### src/epc_pkg.sv
// constants, types and field layout for the eeprom guard and power control block
//
// Summary of operation
// RL1: status2 bit0 set: deep sleep after write
// RL2: status2 bit1 set: throttle oscillator while writing
// RL3: status2 bits 7..2 always read zero
// RL4: short write frame at chip select rise discarded
// RL5: status1 locked only when lock set, guard low
// RL6: writes ignored unless write latch previously set
// RL7: guard pair selects none, quarter, half, all
// RL8: idle with chip select high means standby
// RL9: sleep accepts only the wake command
// RL10: deep sleep ignores every command
// RL11: deep sleep flag reads one via pull-up
// RL12: only exit sequence leaves deep sleep
// RL13: status2 write never triggers automatic deep sleep
// RL14: auto sleep idles asleep, wakes on select
// RL15: master clears auto sleep before clock change
// RL16: sleep command under auto sleep needs wake
// RL17: low power idle left on select fall
// RL18: master clears low power idle before clock change
// RL19: sleep command under low power idle needs wake
// RL20: status2 write needs latch, busy, then clears both
// RL21: lock clears only while guard pin high
// RL22: guarded program or erase silently dropped
// RL23: status2 bits reset to zero
package epc_pkg;

	// timing
	localparam int CLK_PERIOD_NS   = 25;
	localparam int WRITE_TIME_NS   = 5000;
	localparam int WRITE_CYCLES    = (WRITE_TIME_NS + CLK_PERIOD_NS - 1) / CLK_PERIOD_NS;
	localparam int THROTTLE_PERIOD = 4;
	localparam logic [9:0] BUSY_LOAD = 10'(WRITE_CYCLES);

	// opcodes
	localparam logic [7:0] OP_STATUS1_WRITE = 8'h01;
	localparam logic [7:0] OP_PROGRAM       = 8'h02;
	localparam logic [7:0] OP_CLEAR_LATCH   = 8'h04;
	localparam logic [7:0] OP_STATUS1_READ  = 8'h05;
	localparam logic [7:0] OP_SET_LATCH     = 8'h06;
	localparam logic [7:0] OP_STATUS2_WRITE = 8'h31;
	localparam logic [7:0] OP_STATUS2_READ  = 8'h35;
	localparam logic [7:0] OP_PAGE_ERASE    = 8'h42;
	localparam logic [7:0] OP_CHIP_ERASE_A  = 8'h60;
	localparam logic [7:0] OP_CHIP_ERASE_B  = 8'hC7;
	localparam logic [7:0] OP_DEEP_SLEEP    = 8'h79;
	localparam logic [7:0] OP_SLEEP         = 8'hB9;
	localparam logic [7:0] OP_WAKE          = 8'hAB;

	// frame lengths in serial clock cycles
	localparam logic [8:0] LEN_OP       = 9'h008;
	localparam logic [8:0] LEN_OP_DATA  = 9'h010;
	localparam logic [8:0] LEN_OP_ADDR  = 9'h018;
	localparam logic [8:0] LEN_FULL     = 9'h020;
	localparam logic [8:0] LEN_MAX      = 9'h1FF;

	// status byte 1 fields
	localparam int S1_BUSY  = 0;
	localparam int S1_LATCH = 1;
	localparam int S1_BGL   = 2;
	localparam int S1_BGH   = 3;
	localparam int S1_DEEP  = 4;
	localparam int S1_LPI   = 5;
	localparam int S1_AUTO  = 6;
	localparam int S1_LOCK  = 7;
	localparam logic [7:0] S1_NV_RESET = 8'h00;

	// status byte 2 fields
	localparam int S2_ADS = 0;
	localparam int S2_THR = 1;
	localparam logic [1:0] S2_RESET = 2'h0;

	// guarded address ranges
	localparam logic [15:0] GUARD_QTR_BASE  = 16'h6000;
	localparam logic [15:0] GUARD_HALF_BASE = 16'h4000;
	localparam logic [15:0] GUARD_ALL_BASE  = 16'h0000;
	localparam logic [15:0] GUARD_TOP       = 16'h7FFF;

	typedef enum logic [2:0] {
		PWR_STANDBY,
		PWR_LOW_IDLE,
		PWR_AUTO_SLEEP,
		PWR_ACTIVE,
		PWR_SLEEP,
		PWR_DEEP_SLEEP
	} epc_power_t;

	// synchronised pin group
	typedef struct packed {
		logic cs_n;
		logic sck;
		logic sdi;
		logic guard_n;
		logic deep_exit;
	} epc_pins_t;

	// nonvolatile and volatile configuration
	typedef struct packed {
		logic       status_lock_bit;
		logic       auto_sleep_enable;
		logic       low_power_idle_enable;
		logic       block_guard_high;
		logic       block_guard_low;
	} epc_status1_t;

endpackage : epc_pkg

### src/epc_sync.sv
// two flip-flop synchroniser for a group of pin inputs
`timescale 1ns/100ps
`default_nettype none
module epc_sync
	import epc_pkg::*;
(
	// clock and reset
	input  wire logic      clk,
	input  wire logic      rst,
	// pins and synchronised copy
	input  wire epc_pins_t pins,
	output var  epc_pins_t pins_sync
);

	epc_pins_t stage1;

	// stage1 feeds only the second stage
	always_ff @(posedge clk or posedge rst) begin
		if (rst) begin
			stage1    <= '{cs_n: 1'b1, guard_n: 1'b1, default: 1'b0};
			pins_sync <= '{cs_n: 1'b1, guard_n: 1'b1, default: 1'b0};
		end else begin
			stage1    <= pins;
			pins_sync <= stage1;
		end
	end

endmodule : epc_sync
`default_nettype wire

### src/epc_guard_power.sv
// serial eeprom write protection and power mode controller
`timescale 1ns/100ps
`default_nettype none
module epc_guard_power
	import epc_pkg::*;
(
	// clock and reset
	input  wire logic        CLK,
	input  wire logic        SYS_RST,
	// serial link
	input  wire logic        CS_N,
	input  wire logic        SCK,
	input  wire logic        SDI,
	output var  logic        SDO_O,
	output var  logic        SDO_OE_N,
	// protection and wake pins
	input  wire logic        GUARD_N,
	input  wire logic        DEEP_EXIT,
	// array requests
	output var  logic        MEM_PROG,
	output var  logic        MEM_ERASE,
	output var  logic        MEM_CHIP,
	output var  logic [15:0] MEM_ADDR,
	output var  logic [7:0]  MEM_DATA,
	// power status
	output var  logic        OSC_SLOW,
	output var  epc_power_t  PWR_STATE
);

	epc_pins_t    pins_in;
	epc_pins_t    s;
	epc_status1_t st1;
	epc_power_t   pstate;
	epc_power_t   next_pstate;
	logic         sck_d;
	logic         cs_d;
	logic         exit_d;
	logic [8:0]   bitcnt;
	logic [31:0]  frame;
	logic [7:0]   op;
	logic         live;
	logic         write_enable_latch;
	logic         write_in_progress;
	logic         eligible;
	logic [1:0]   s2;
	logic [9:0]   busy_cnt;
	logic [1:0]   thr_cnt;

	assign pins_in = '{cs_n: CS_N, sck: SCK, sdi: SDI, guard_n: GUARD_N, deep_exit: DEEP_EXIT};

	epc_sync u_sync (
		.clk       (CLK),
		.rst       (SYS_RST),
		.pins      (pins_in),
		.pins_sync (s)
	);

	// edges of the sampled link
	wire sck_rise  = s.sck & ~sck_d;
	wire sck_fall  = ~s.sck & sck_d;
	wire cs_fall   = ~s.cs_n & cs_d;
	wire cs_rise   = s.cs_n & ~cs_d;
	wire exit_rise = s.deep_exit & ~exit_d;
	wire in_deep   = (pstate == PWR_DEEP_SLEEP);
	wire in_sleep  = (pstate == PWR_SLEEP);

	// frame field decode
	wire [15:0] f_addr24 = frame[15:0];
	wire [15:0] f_addr32 = frame[23:8];
	wire [7:0]  f_data16 = frame[7:0];
	wire [7:0]  f_data32 = frame[7:0];
	wire        len_op   = (bitcnt == LEN_OP);
	wire        len_dat  = (bitcnt == LEN_OP_DATA);
	wire        len_adr  = (bitcnt == LEN_OP_ADDR);
	wire        len_full = (bitcnt >= LEN_FULL) && (bitcnt[2:0] == 3'h0);

	// guarded window from the guard pair
	wire [1:0]  bp = {st1.block_guard_high, st1.block_guard_low};
	function automatic logic in_guard(input logic [1:0] sel, input logic [15:0] a);
		logic [15:0] base;
		base = (sel == 2'h1) ? GUARD_QTR_BASE :
		       (sel == 2'h2) ? GUARD_HALF_BASE : GUARD_ALL_BASE;
		in_guard = (sel != 2'h0) && (a >= base) && (a <= GUARD_TOP); // see RL7
	endfunction : in_guard

	wire guard_prog  = in_guard(bp, f_addr32);
	wire guard_erase = in_guard(bp, f_addr24);
	wire s1_locked   = st1.status_lock_bit & ~s.guard_n; // see RL5 see RL21

	// command execution strobes at chip select rise
	wire exec      = cs_rise & live & ~in_deep; // see RL10
	wire can_write = exec & ~in_sleep & ~write_in_progress & write_enable_latch; // see RL6
	wire ex_set    = exec & ~in_sleep & len_op & (op == OP_SET_LATCH);
	wire ex_clr    = exec & ~in_sleep & len_op & (op == OP_CLEAR_LATCH);
	wire ex_sleep  = exec & ~in_sleep & len_op & (op == OP_SLEEP);
	wire ex_deep   = exec & ~in_sleep & len_op & (op == OP_DEEP_SLEEP);
	wire ex_wake   = exec & in_sleep & len_op & (op == OP_WAKE); // see RL9
	wire ex_s1     = can_write & len_dat & (op == OP_STATUS1_WRITE); // see RL4
	wire ex_s1_ok  = ex_s1 & ~s1_locked; // see RL5
	wire ex_s2     = can_write & len_dat & (op == OP_STATUS2_WRITE); // see RL4 see RL20
	wire ex_prog   = can_write & len_full & (op == OP_PROGRAM);
	wire ex_page   = can_write & len_adr & (op == OP_PAGE_ERASE);
	wire ex_chip   = can_write & len_op & ((op == OP_CHIP_ERASE_A) | (op == OP_CHIP_ERASE_B));
	wire go_prog   = ex_prog & ~guard_prog; // see RL22
	wire go_page   = ex_page & ~guard_erase; // see RL22
	wire go_chip   = ex_chip & (bp == 2'h0); // see RL22
	wire start_wr  = ex_s1_ok | ex_s2 | go_prog | go_page | go_chip;
	wire dropped   = (ex_s1 & s1_locked) | (ex_prog & guard_prog) | (ex_page & guard_erase) |
	                 (ex_chip & (bp != 2'h0));

	// throttled timer tick, slowed only when asked
	wire thr_on    = s2[S2_THR];
	wire tick      = ~thr_on | (thr_cnt == 2'h0); // see RL2
	wire busy_done = write_in_progress & tick & (busy_cnt == 10'h001);
	wire auto_deep = busy_done & eligible & s2[S2_ADS]; // see RL1 see RL13

	// read data for the two status bytes
	wire [7:0] rd_s1 = {st1.status_lock_bit, st1.auto_sleep_enable, st1.low_power_idle_enable,
	                    in_deep, st1.block_guard_high, st1.block_guard_low,
	                    write_enable_latch, write_in_progress}; // see RL11
	wire [7:0] rd_s2 = {6'h00, s2}; // see RL3
	wire [7:0] rd_byte = (op == OP_STATUS2_READ) ? rd_s2 : rd_s1;
	wire       reading = live & ~s.cs_n & ~in_sleep & ~in_deep & (bitcnt >= LEN_OP) &
	                     ((op == OP_STATUS1_READ) | (op == OP_STATUS2_READ));

	// power mode selection
	always_comb begin
		next_pstate = pstate;
		unique case (pstate)
			PWR_DEEP_SLEEP: begin
				if (exit_rise)
					next_pstate = PWR_STANDBY; // see RL12
			end
			PWR_SLEEP: begin
				if (ex_wake)
					next_pstate = PWR_STANDBY; // see RL9 see RL16 see RL19
			end
			PWR_STANDBY, PWR_LOW_IDLE, PWR_AUTO_SLEEP, PWR_ACTIVE: begin
				if (ex_deep | auto_deep)
					next_pstate = PWR_DEEP_SLEEP;
				else if (ex_sleep)
					next_pstate = PWR_SLEEP;
				else if (write_in_progress | start_wr | ~s.cs_n)
					next_pstate = PWR_ACTIVE; // see RL14 see RL17
				else if (st1.auto_sleep_enable)
					next_pstate = PWR_AUTO_SLEEP; // see RL14
				else if (st1.low_power_idle_enable)
					next_pstate = PWR_LOW_IDLE; // see RL17
				else
					next_pstate = PWR_STANDBY; // see RL8
			end
		endcase
	end

	// link edge history
	always_ff @(posedge CLK or posedge SYS_RST) begin
		if (SYS_RST) begin
			sck_d  <= 1'b0;
			cs_d   <= 1'b1;
			exit_d <= 1'b0;
		end else begin
			sck_d  <= s.sck;
			cs_d   <= s.cs_n;
			exit_d <= s.deep_exit;
		end
	end

	// frame capture; deep sleep never opens a frame
	always_ff @(posedge CLK or posedge SYS_RST) begin
		if (SYS_RST) begin
			live   <= 1'b0;
			bitcnt <= 9'h000;
			frame  <= 32'h0000_0000;
			op     <= 8'h00;
		end else if (cs_fall) begin
			live   <= ~in_deep; // see RL10
			bitcnt <= 9'h000;
			op     <= 8'h00;
		end else if (cs_rise) begin
			live   <= 1'b0;
		end else if (sck_rise & ~s.cs_n & live) begin
			if (bitcnt != LEN_MAX)
				bitcnt <= bitcnt + 9'h001;
			if (bitcnt < LEN_FULL)
				frame <= {frame[30:0], s.sdi};
			if (bitcnt == (LEN_OP - 9'h001))
				op <= {frame[6:0], s.sdi};
		end
	end

	// serial output, shifted on falling clock edges; undriven pin idles high by pull-up
	always_ff @(posedge CLK or posedge SYS_RST) begin
		if (SYS_RST) begin
			SDO_O    <= 1'b1;
			SDO_OE_N <= 1'b1;
		end else if (~reading) begin
			SDO_O    <= 1'b1; // see RL11
			SDO_OE_N <= 1'b1;
		end else if (sck_fall) begin
			SDO_O    <= rd_byte[3'h7 - bitcnt[2:0]];
			SDO_OE_N <= 1'b0;
		end
	end

	// status byte 1 and the write latch
	always_ff @(posedge CLK or posedge SYS_RST) begin
		if (SYS_RST) begin
			st1                <= epc_status1_t'({S1_NV_RESET[S1_LOCK], S1_NV_RESET[S1_AUTO],
			                      S1_NV_RESET[S1_LPI], S1_NV_RESET[S1_BGH], S1_NV_RESET[S1_BGL]});
			write_enable_latch <= 1'b0;
		end else begin
			if (ex_s1_ok)
				st1 <= epc_status1_t'({f_data16[S1_LOCK], f_data16[S1_AUTO], f_data16[S1_LPI],
				                      f_data16[S1_BGH], f_data16[S1_BGL]}); // see RL5
			if (ex_set)
				write_enable_latch <= 1'b1;
			else if (ex_clr | ex_sleep | dropped | busy_done)
				write_enable_latch <= 1'b0; // see RL20
		end
	end

	// volatile status byte 2, cleared at power up
	always_ff @(posedge CLK or posedge SYS_RST) begin
		if (SYS_RST)
			s2 <= S2_RESET; // see RL23
		else if (ex_s2)
			s2 <= {f_data16[S2_THR], f_data16[S2_ADS]}; // see RL20
	end

	// self-timed write timer
	always_ff @(posedge CLK or posedge SYS_RST) begin
		if (SYS_RST) begin
			write_in_progress <= 1'b0;
			eligible          <= 1'b0;
			busy_cnt          <= 10'h000;
			thr_cnt           <= 2'h0;
		end else if (start_wr) begin
			write_in_progress <= 1'b1; // see RL20
			eligible          <= ~ex_s2; // see RL13
			busy_cnt          <= BUSY_LOAD;
			thr_cnt           <= 2'h0;
		end else if (write_in_progress) begin
			thr_cnt <= (thr_cnt == 2'(THROTTLE_PERIOD - 1)) ? 2'h0 : thr_cnt + 2'h1;
			if (busy_done)
				write_in_progress <= 1'b0; // see RL20
			if (tick)
				busy_cnt <= busy_cnt - 10'h001;
		end
	end

	// array request strobes and power outputs
	always_ff @(posedge CLK or posedge SYS_RST) begin
		if (SYS_RST) begin
			MEM_PROG  <= 1'b0;
			MEM_ERASE <= 1'b0;
			MEM_CHIP  <= 1'b0;
			MEM_ADDR  <= 16'h0000;
			MEM_DATA  <= 8'h00;
			OSC_SLOW  <= 1'b0;
			pstate    <= PWR_STANDBY;
			PWR_STATE <= PWR_STANDBY;
		end else begin
			MEM_PROG  <= go_prog;
			MEM_ERASE <= go_page;
			MEM_CHIP  <= go_chip;
			if (go_prog | go_page)
				MEM_ADDR <= go_prog ? f_addr32 : f_addr24;
			if (go_prog)
				MEM_DATA <= f_data32;
			OSC_SLOW  <= write_in_progress & thr_on & ~tick; // see RL2
			pstate    <= next_pstate;
			PWR_STATE <= next_pstate;
		end
	end

	// checks
	localparam int BUSY_LIMIT = 900;
endmodule : epc_guard_power
`default_nettype wire

### config.mk
export PLATFORM = sky130hd
export DESIGN_NAME = epc_guard_power
export DESIGN_NICKNAME = d
export VERILOG_FILES = /design/src/epc_pkg.sv /design/src/epc_sync.sv /design/src/epc_guard_power.sv
export SDC_FILE = /design/constraint.sdc
export NUM_CORES = 1
export LEC_CHECK = 0
export ABC_AREA = 1
export BUFFER_PORTS_ARGS = -buffer_cell sky130_fd_sc_hd__buf_4
export CAP_MARGIN = 20
export CORE_ASPECT_RATIO = 1.4
export CORE_MARGIN = 2
export CORE_UTILIZATION = 55
export DETAILED_ROUTE_END_ITERATION = 6
export HOLD_SLACK_MARGIN = 0.15
export PLACE_DENSITY = 0.74
export SLEW_MARGIN = 20
export SYNTH_ARGS = -nofsm -noshare
export SYNTH_HDL_FRONTEND = slang
export SYNTH_SLANG_ARGS = --single-unit
### constraint.sdc
create_clock -name CLK -period 5.35 [get_ports CLK]
set_input_delay 1.605 -clock CLK [delete_from_list [all_inputs] [get_ports CLK]]
set_output_delay 1.605 -clock CLK [all_outputs]
set_load 0.02 [all_outputs]
Yosys cells after proc, flatten, opt, wreduce, memory -nomap -nowiden
Cells that the tools add are included.
{"block": "op_classes", "add_sub_neg": 4, "n_lt_le_gt_ge": 8, "n_eq_ne": 31, "mux": 39, "bitwise_logic": 83, "n_reduce_logical": 23}
{"cell": "1-bit AND", "n": 49}
{"cell": "8-bit two-way mux", "n": 5}
{"cell": "9-bit two-way mux", "n": 4}
{"cell": "16-bit by 15-bit >= comparator with 1-bit output", "n": 2}
{"cell": "16-bit by 15-bit <= comparator with 1-bit output (second input constant)", "n": 2}
{"cell": "10-bit two-way mux", "n": 3}
{"cell": "15-bit two-way mux", "n": 2}
{"cell": "8-bit by 3-bit equality test with 1-bit output (second input constant)", "n": 3}
{"cell": "8-bit by 7-bit equality test with 1-bit output (second input constant)", "n": 3}
{"cell": "8-bit equality test (second input constant)", "n": 3}
{"cell": "9-bit by 5-bit equality test with 1-bit output (second input constant)", "n": 2}
{"cell": "1-bit NOT", "n": 17}
{"cell": "1-bit bitwise OR", "n": 17}
{"cell": "8-bit by 6-bit equality test with 1-bit output (second input constant)", "n": 2}
{"cell": "16-bit two-way mux", "n": 1}
{"cell": "2-bit nonzero test", "n": 8}
{"cell": "1-bit two-way mux", "n": 13}
{"cell": "3-bit two-way mux", "n": 4}
{"cell": "10-bit by 1-bit equality test with 1-bit output (second input constant)", "n": 1}
{"cell": "2-bit two-way mux", "n": 5}
{"cell": "10-bit by 1-bit subtractor with 10-bit output (second input constant)", "n": 1}
{"cell": "9-bit by 1-bit adder with 9-bit output (second input constant)", "n": 1}
{"cell": "9-bit by 3-bit equality test with 1-bit output (second input constant)", "n": 1}
{"cell": "9-bit by 4-bit equality test with 1-bit output (second input constant)", "n": 1}
{"cell": "other kinds (25)", "n": 38}
{"block": "totals", "register_bits": 110, "input_bits": 7, "output_inout_bits": 33, "wordCells": 225}

Logic depth before layout (Yosys ltp)
Gate-level depths: netlist (run 1).
{"block": "depth", "word_depth": 20, "depth_mapped": 19, "mapped_depth_nobuf": 19}

By module
Synthesis (run 1) repeated with hierarchy kept, for this count alone.
{"block": "unflattened", "hier_cells": 639, "area_unflattened_um2": 5403.9}
{"module": "epc_guard_power", "instances": 1, "cells_each": 628, "area_per_inst_um2": 5144.9, "seq_area_each_um2": 2506.2}
{"module": "epc_sync", "instances": 1, "cells_each": 11, "area_per_inst_um2": 259.0, "seq_area_each_um2": 255.2}

Worst setup path after synthesis (run 1)
Ideal clock, no wire load.
{"block": "synth_timing", "path_kind": "register to output", "from": "register SDO_O", "to": "output SDO_O", "arrival_ps": 563, "t_required_ps": 3745, "slack_ps": 3182, "path_stages_with_launch": 1, "path_buffers": 0, "cell_sequence": "dfstp_2"}
{"item": "from (decl)", "line": "epc_guard_power.sv:14", "rtl": "output var logic SDO_O,"}
{"item": "from (signal assigned)", "line": "epc_guard_power.sv:200", "rtl": "SDO_O <= rd_byte[3'h7 - bitcnt[2:0]];"}
No word-level cell between the ends.

Worst setup path in the final report (run 1)
{"block": "layout_timing", "from": "register st1 (netlist bit bp[0])", "to": "register pstate[1]"}
{"block": "layout_via", "elab_chain_len": 17, "word_cells_on_any_way": 26, "cone_classes": "order compare: 2; eq/ne: 2; mux: 6; bitwise: 10; reduce/logical: 6"}
{"item": "from (decl)", "line": "epc_guard_power.sv:32", "rtl": "epc_status1_t st1;"}
{"item": "from (signal assigned)", "line": "epc_guard_power.sv:208", "rtl": "st1 <= epc_status1_t'({S1_NV_RESET[S1_LOCK], S1_NV_RESET[S1_AUTO],"}
{"item": "from (signal assigned)", "line": "epc_guard_power.sv:213", "rtl": "st1 <= epc_status1_t'({f_data16[S1_LOCK], f_data16[S1_AUTO], f_data16[S1_LPI],"}
{"item": "2-bit equality test", "line": "epc_guard_power.sv:82", "rtl": "(sel == 2'h2) ? GUARD_HALF_BASE : GUARD_ALL_BASE;"}
{"item": "15-bit two-way mux", "line": "epc_guard_power.sv:82"}
{"item": "15-bit two-way mux", "line": "epc_guard_power.sv:81", "rtl": "base = (sel == 2'h1) ? GUARD_QTR_BASE :"}
{"item": "16-bit by 15-bit >= comparator with 1-bit output", "line": "epc_guard_power.sv:83", "rtl": "in_guard = (sel != 2'h0) && (a >= base) && (a <= GUARD_TOP);"}
{"item": "1-bit logical AND (2 in series)", "line": "epc_guard_power.sv:83"}
{"item": "1-bit NOT", "line": "epc_guard_power.sv:104", "rtl": "wire go_prog = ex_prog & ~guard_prog;"}
{"item": "1-bit AND", "line": "epc_guard_power.sv:104"}
{"item": "1-bit bitwise OR (2 in series)", "line": "epc_guard_power.sv:107", "rtl": "wire start_wr = ex_s1_ok | ex_s2 | go_prog | go_page | go_chip;"}
{"item": "1-bit bitwise OR *", "line": "epc_guard_power.sv:107"}
{"item": "1-bit bitwise OR * (2 in series)", "line": "epc_guard_power.sv:143", "rtl": "else if (write_in_progress | start_wr | ~s.cs_n)"}
{"item": "2-bit two-way mux *", "line": "epc_guard_power.sv:143"}
{"item": "3-bit two-way mux *", "line": "epc_guard_power.sv:141", "rtl": "else if (ex_sleep)"}
{"item": "3-bit two-way mux *", "line": "epc_guard_power.sv:139", "rtl": "if (ex_deep | auto_deep)"}
{"item": "3-bit one-hot mux with 3 select lines *", "line": "epc_guard_power.sv:129", "rtl": "unique case (pstate)"}
{"item": "to (signal assigned)", "line": "epc_guard_power.sv:271", "rtl": "pstate <= next_pstate;"}
{"item": "to (decl)", "line": "epc_guard_power.sv:33", "rtl": "epc_power_t pstate;"}
Mark *: on every way between the ends. The rest lies on a longest branch, timed or not.
A chain may end at the register's enable or synchronous reset.

==> qor.csv, run 1 <==
metric;value;unit
overflow;0;
io_pins;40;
async_reset_ff_share;100;%
cts_resized;0;
final.setup.tns;0;ns
relSlewSlack;55.5;%
critical_path_required;5.60;ns
vdd_drop_max;0.156;mV
htree_levels;3;
register_area;0.00276;sq mm
crit_fanout;34;
grtUsageMet1;29.8;%
drive_gt1_share;15.7;%
start_util;56.7;%
clkPwrFrac;38.7;%
finalNetCount;701;
dieArea;0.0106;sq mm
final_cell_mix;nand2_1, dfrtp_1, inv_1;
grt_pass1_wl;20300;microns
instances_no_fill;814;
hp-class;flop to flop;
multi_input_area;0.00218;sq mm
tritoncts;built;
post-route-min-period;2.86;ns
fillers;810;
switchingPower;0.433;mW
crit_arrival;3.11;ns
setup_viol;0;
rsz0062_at_grt;no;
ys_seq_elements;110;
status;finished clean;
grt_pass1_vias;4315;
syn_inst;639;
yosysWarnings;0;
antenna_found_initial;0;
grt_max_degree;54;
hold_slack;0.352;ns
cts_buffers;9;
grt_use_met2;42.0;%
core_area;0.00951;sq mm
diodes;0;
insertion_delay;0.36;ns
hold_buffers;0;
maxCapViolCount;0;
syn2layout_area_growth;12.8;%
ant_nets;0;
synth_top_flop_cell;dfrtp_1;
place_congestion;0.862;
power_frac_seq;52.2;%
leakage;2.95;nW
die_x;87.7;microns
max_freq;350;MHz
syn_area;0.00539;sq mm
post-dp-hpwl;8690;microns
crit_type;flop to flop;
top_usage_layer;met2;
wl_per_cell;14.7;microns
critPathLaunchType;flop;
drc;0;
use_met3;5.17;%
finClkSkew;0.0105;ns
finalCritPeriodShare;53.4;%
routed_wirelength;12000;microns
cts_root_buffer;clkbuf_16;
ys_types;45;
drt_iter0_markers;284;
intPower;1.27;mW
p_total;1.70;mW
critPathCaptureType;flop;
final_common_cell;nand2_1;
path_clk_slew;0.07;ns
combPwrFrac;9.1;%
p_per_area;280;mW/mm^2
synth_seq_area_share;51.2;%
place_inst;799;
die_y;121;microns
swShare;25.5;%
firstDrtPassIters;5;
finalHoldViolations;0;
row_count;42;
cts_setup_buffers;0;
synth_fp_nets;662;
port_buffers;39;
grt_use_total;24.7;%
vias;4372;
cts.sinks;110;
tightest_slew;0.667;ns
clockBufferDepth;2;
synth-edff-count;0;
postLayoutCoreUtil;63.9;%
finalMaxSlewViolations;0;
avgSynthCellArea;8.43;sq um
viasPerCell;5.37;
-- flip-flops by register name, indices dropped and copies added (netlist names), 2 cells and up --
signal	flops
bitcnt	9
rd_s1	3
pstate	3
s2	2
busy_cnt	10
MEM_ADDR	16
op	8
u_sync.pins_sync	5
thr_cnt	2
MEM_DATA	8
bp	2
frame	24
u_sync.stage1	5
-- layer usage --
metal	part of all wire (%)	up-vias	wire length (microns)
li1	-	2138	-
met1	41	2093	4960
met2	52	107	6210
met3	3.5	34	423
met4	3.4	0	412
met5	0	-	0
-- worst paths after layout --
check                      slack, ns                   to  cells after the start              from
min reg2reg                     0.35  u_sync.pins_sync[3]                      0  u_sync.stage1[3]
min in group asynchronous       1.12     u_sync.stage1[2]                      2           SYS_RST
max reg2reg                     2.49            pstate[1]                     19             bp[0]
min                             0.35  u_sync.pins_sync[3]                      0  u_sync.stage1[3]
max                             2.49            pstate[1]                     19             bp[0]
max in group asynchronous       3.36            bitcnt[3]                      3           SYS_RST
-- power groups by stage --
stage | combinational (mW) | clock (mW) | sequential (mW)
floorplan | 0.115 | 0 | 0.896
global placement | 0.149 | 0 | 0.902
detailed placement | 0.153 | 0 | 0.903
CTS | 0.154 | 0.671 | 0.888
global route | 0.176 | 0.705 | 0.892
finish | 0.154 | 0.658 | 0.888
-- synth_stat cells, types with 5 or more instances --
cell type	instances	share of area (%)
ha_1	16	3.7
nor3_1	12	1.1
inv_2	11	0.77
nor2_1	79	5.5
o21ai_1	12	1.1
clkbuf_1	8	0.56
a21oi_1	10	0.93
o21ai_0	70	6.5
nand3_1	36	3.3
mux2_2	7	1.5
nand2_1	120	8.4
nand4_1	5	0.58
xor2_1	6	0.98
inv_1	83	5.8
dfrtp_1	103	48
nor4_1	6	0.70
dfstp_2	7	3.4
nor2_2	7	0.81
-- metrics by stage --
stage	worst slack [ns]	instance area (sq um)
5_1_grt	2.20	6080
6_report	2.49	6080
3_3_place_gp	2.70	5790
4_1_cts	2.52	6080
2_1_floorplan	0.854	5390
3_5_place_dp	2.53	5790
-- kinds of logic (layout without fill, tap and decap cells) --
kind of cell | Yosys count | after routing | share of synthesized area [%]
AOI/OAI and AO/OA | 107 | 107 | 10.9
xor gates and xnor gates | 8 | 8 | 1.30
adders and majority gates | 16 | 16 | 3.71
buffers and inverters | 110 | 153 | 8.24
DFF | 110 | 110 | 51.2
muxes | 7 | 7 | 1.46
and+or+nand+nor | 281 | 281 | 23.1
-- cell type report --
cell class	instances	share of cell area (%)
flip-flops and latches	110	45.4
multi-input cells	419	35.9
inverters	96	6.01
repair buffers	42	5.19
clock buffers	10	3.77
well taps	132	2.72
clock inverters	5	0.967
-- critical path: stages (launching register included) --
cell     delay [ns]
dfrtp_1        0.40
inv_1          0.06
ha_1           0.27
inv_1          0.05
ha_1           0.26
inv_1          0.04
nor2_1         0.10
nand2_1        0.06
nor2_1         0.09
nand2_1        0.07
nand2_1        0.06
nand3_1        0.12
nand2_4        0.29
nand2_4        0.18
inv_4          0.23
nand2_4        0.14
inv_2          0.12
nand3_2        0.06
nand4_1        0.08
inv_1          0.05
No activity file was read; power rests on OpenSTA's default activity.
==> run 2: changes to the inputs <==
==> constraint.sdc (replaced) <==
create_clock -name CLK -period 2.7 [get_ports CLK]
set_input_delay 0.81 -clock CLK [delete_from_list [all_inputs] [get_ports CLK]]
set_output_delay 0.81 -clock CLK [all_outputs]
set_load 0.02 [all_outputs]
==> run 2 against run 1 <==
Critical path depth did not move. Worst setup slack got worse by 2.3 ns. Utilization rose by 1.1 points. Clock power rose by 100%. Fmax rose by 14%.
==> qor.csv, run 2 (same netlist as run 1, synthesis figures left out) <==
metric;value;unit;change
r2r_cells;19;;unchanged
clockBufferDepth;2;;unchanged
start_util;56.7;%;unchanged
tightest_slew;0.681;ns;+0.0132 ns
whs_path_depth;0;;unchanged
firstDrtPassIters;5;;unchanged
viasPerCell;5.32;;-0.93%
cts_buffers;9;;unchanged
largest_reg_flops;24;;unchanged
setup_viol;0;;unchanged
finalHoldViolations;0;;unchanged
crit_chain;inv_1 -> ha_1 -> inv_1 -> ha_1 -> nand2_1 -> inv_1 -> nand2_1 -> nor2_1 -> nand2_1 -> nand2_1 -> nand3_1 -> nand2_2 -> nand2_4 -> inv_6 -> nand2_4 -> inv_2 -> nand3_2 -> nand4_1 -> inv_1;;
io_pins;40;;unchanged
finalNetCount;711;;+1.4%
dpl_cell_area;0.00586;sq mm;+1.3%
insertion_delay;0.36;ns;about the same
grt_use_total;25.4;%;+0.70 points
final_common_cell;nand2_1;;
drive_gt1_share;17.3;%;+1.6 points
core_area;0.00951;sq mm;unchanged
post-route-min-period;2.52;ns;-0.341 ns
hold_buffers;0;;unchanged
critPathLaunchType;flop;;
place_inst;807;;+1.0%
place_congestion;0.919;;+6.6%
overflow;0;;unchanged
status;finished clean;;
finClkSkew;0.0103;ns;-0.000220 ns
combPwrFrac;9.3;%;+0.2 points
clkPwrFrac;38.9;%;+0.2 points
critical_path_depth;19;;unchanged
routed_wirelength;12500;microns;+3.8%
cts_root_buffer;clkbuf_16;;
max_freq;397;MHz;+14%
intPower;2.48;mW;+95%
largestRegisters;frame: 24 flops, MEM_ADDR: 16 flops, busy_cnt: 10 flops;;
crit_slowest_cell;dfrtp_1;;
relSlewSlack;54.6;%;-0.88 points
maxCapViolCount;0;;unchanged
crit_type;flop to flop;;
worst-path-buf-inv;6;;unchanged
syn2layout_area_growth;14.8;%;
htree_levels;3;;unchanged
finalMaxSlewViolations;0;;unchanged
switchingPower;0.920;mW;+110%
row_count;42;;unchanged
swShare;27.1;%;+1.6 points
instances_no_fill;825;;+1.4%
crit_arrival;2.76;ns;-0.35 ns
grt_pass1_vias;4381;;+1.5%
port_buffers;39;;unchanged
cts.sinks;110;;unchanged
slowest_delay;0.38;ns;-0.02 ns
path_clk_slew;0.07;ns;about the same
wl_per_cell;15.1;microns;+2.4%
dieArea;0.0106;sq mm;unchanged
diodes;0;;unchanged
hold_slack;0.357;ns;+0.00534 ns
post-dp-hpwl;9140;microns;+5.2%
p_per_area;549;mW/mm^2;+96%
power_frac_seq;51.8;%;-0.4 points
grt_pass1_wl;20800;microns;+2.6%
vias;4390;;+0.41%
drt_iter0_markers;311;;+9.5%
critical_path_required;2.95;ns;-2.65 ns
die_y;121;microns;unchanged
drc;0;;unchanged
critical-path-top-delay-family;simple AND/OR/NAND/NOR gates;;
final.setup.tns;0;ns;unchanged
fin_ws;0.183;ns;-2.31 ns
ant_nets;0;;unchanged
crit_fanout;18;;-47%
die_x;87.7;microns;unchanged
antenna_found_initial;0;;unchanged
vdd_drop_max;0.317;mV;+100%
preCtsSetupSlack;0.145;ns;-2.39 ns
hp-class;flop to flop;;
largest_register;frame;;
grt_max_degree;37;;-31%
finalCritPeriodShare;93.2;%;+40 points
fin_area;0.00618;sq mm;+1.7%
tritoncts;built;;
leakage;3.01;nW;+2.0%
critPathCaptureType;flop;;
final_cell_mix;nand2_1, dfrtp_1, inv_1;;
==> run 2: layout make-up <==
class	count	area (sq um)
clock inverter	6	61.3
sequential	110	2760
clock buffer	10	239
multi-input combinational	419	2190
timing repair buffer	52	403
fill	797	3330
inverter	96	369
tap	132	165
==> run 2: worst paths after layout <==
check,start,endpoint,slack [ns]
max,bp[1],pstate[1],0.18
min,u_sync.stage1[3],u_sync.pins_sync[3],0.36
max reg2reg,bp[1],pstate[1],0.18
min reg2reg,u_sync.stage1[3],u_sync.pins_sync[3],0.36
max in group asynchronous,SYS_RST,u_sync.pins_sync[4],1.48
min in group asynchronous,SYS_RST,u_sync.stage1[2],0.52
==> run 2: layer usage <==
metal  track usage, %  part of all wire, %  routed length, microns  up-vias
met5                0                    0                       0        -
met2             45.3                   53                    6600      116
met3             3.88                  4.0                     502       22
met4             9.90                  2.5                     317        0
met1             30.2                   40                    5040     2104
li1                 -                    -                       -     2148
==> run 2: repair_timing <==
action | in CTS | in global routing
setup endpoints to repair | 0 | 4
gates resized for setup | 0 | 2
setup buffers | 0 | 2
==> run 2: power by group through the flow <==
stage / Combinational (mW) / Sequential (mW) / Clock, mW
finish: 0.316 / 1.76 / 1.32
global route: 0.362 / 1.77 / 1.41
CTS: 0.316 / 1.76 / 1.33
detailed placement: 0.311 / 1.79 / 0
global placement: 0.305 / 1.79 / 0
floorplan: 0.228 / 1.77 / 0
==> run 2: through the flow <==
stage / total power, mW / utilization (%)
floorplan: 2.00 / -
global placement: 2.09 / 61.7
detailed placement: 2.10 / 61.7
CTS: 3.41 / 64.8
global route: 3.54 / 65.0
finish: 3.40 / 65.0
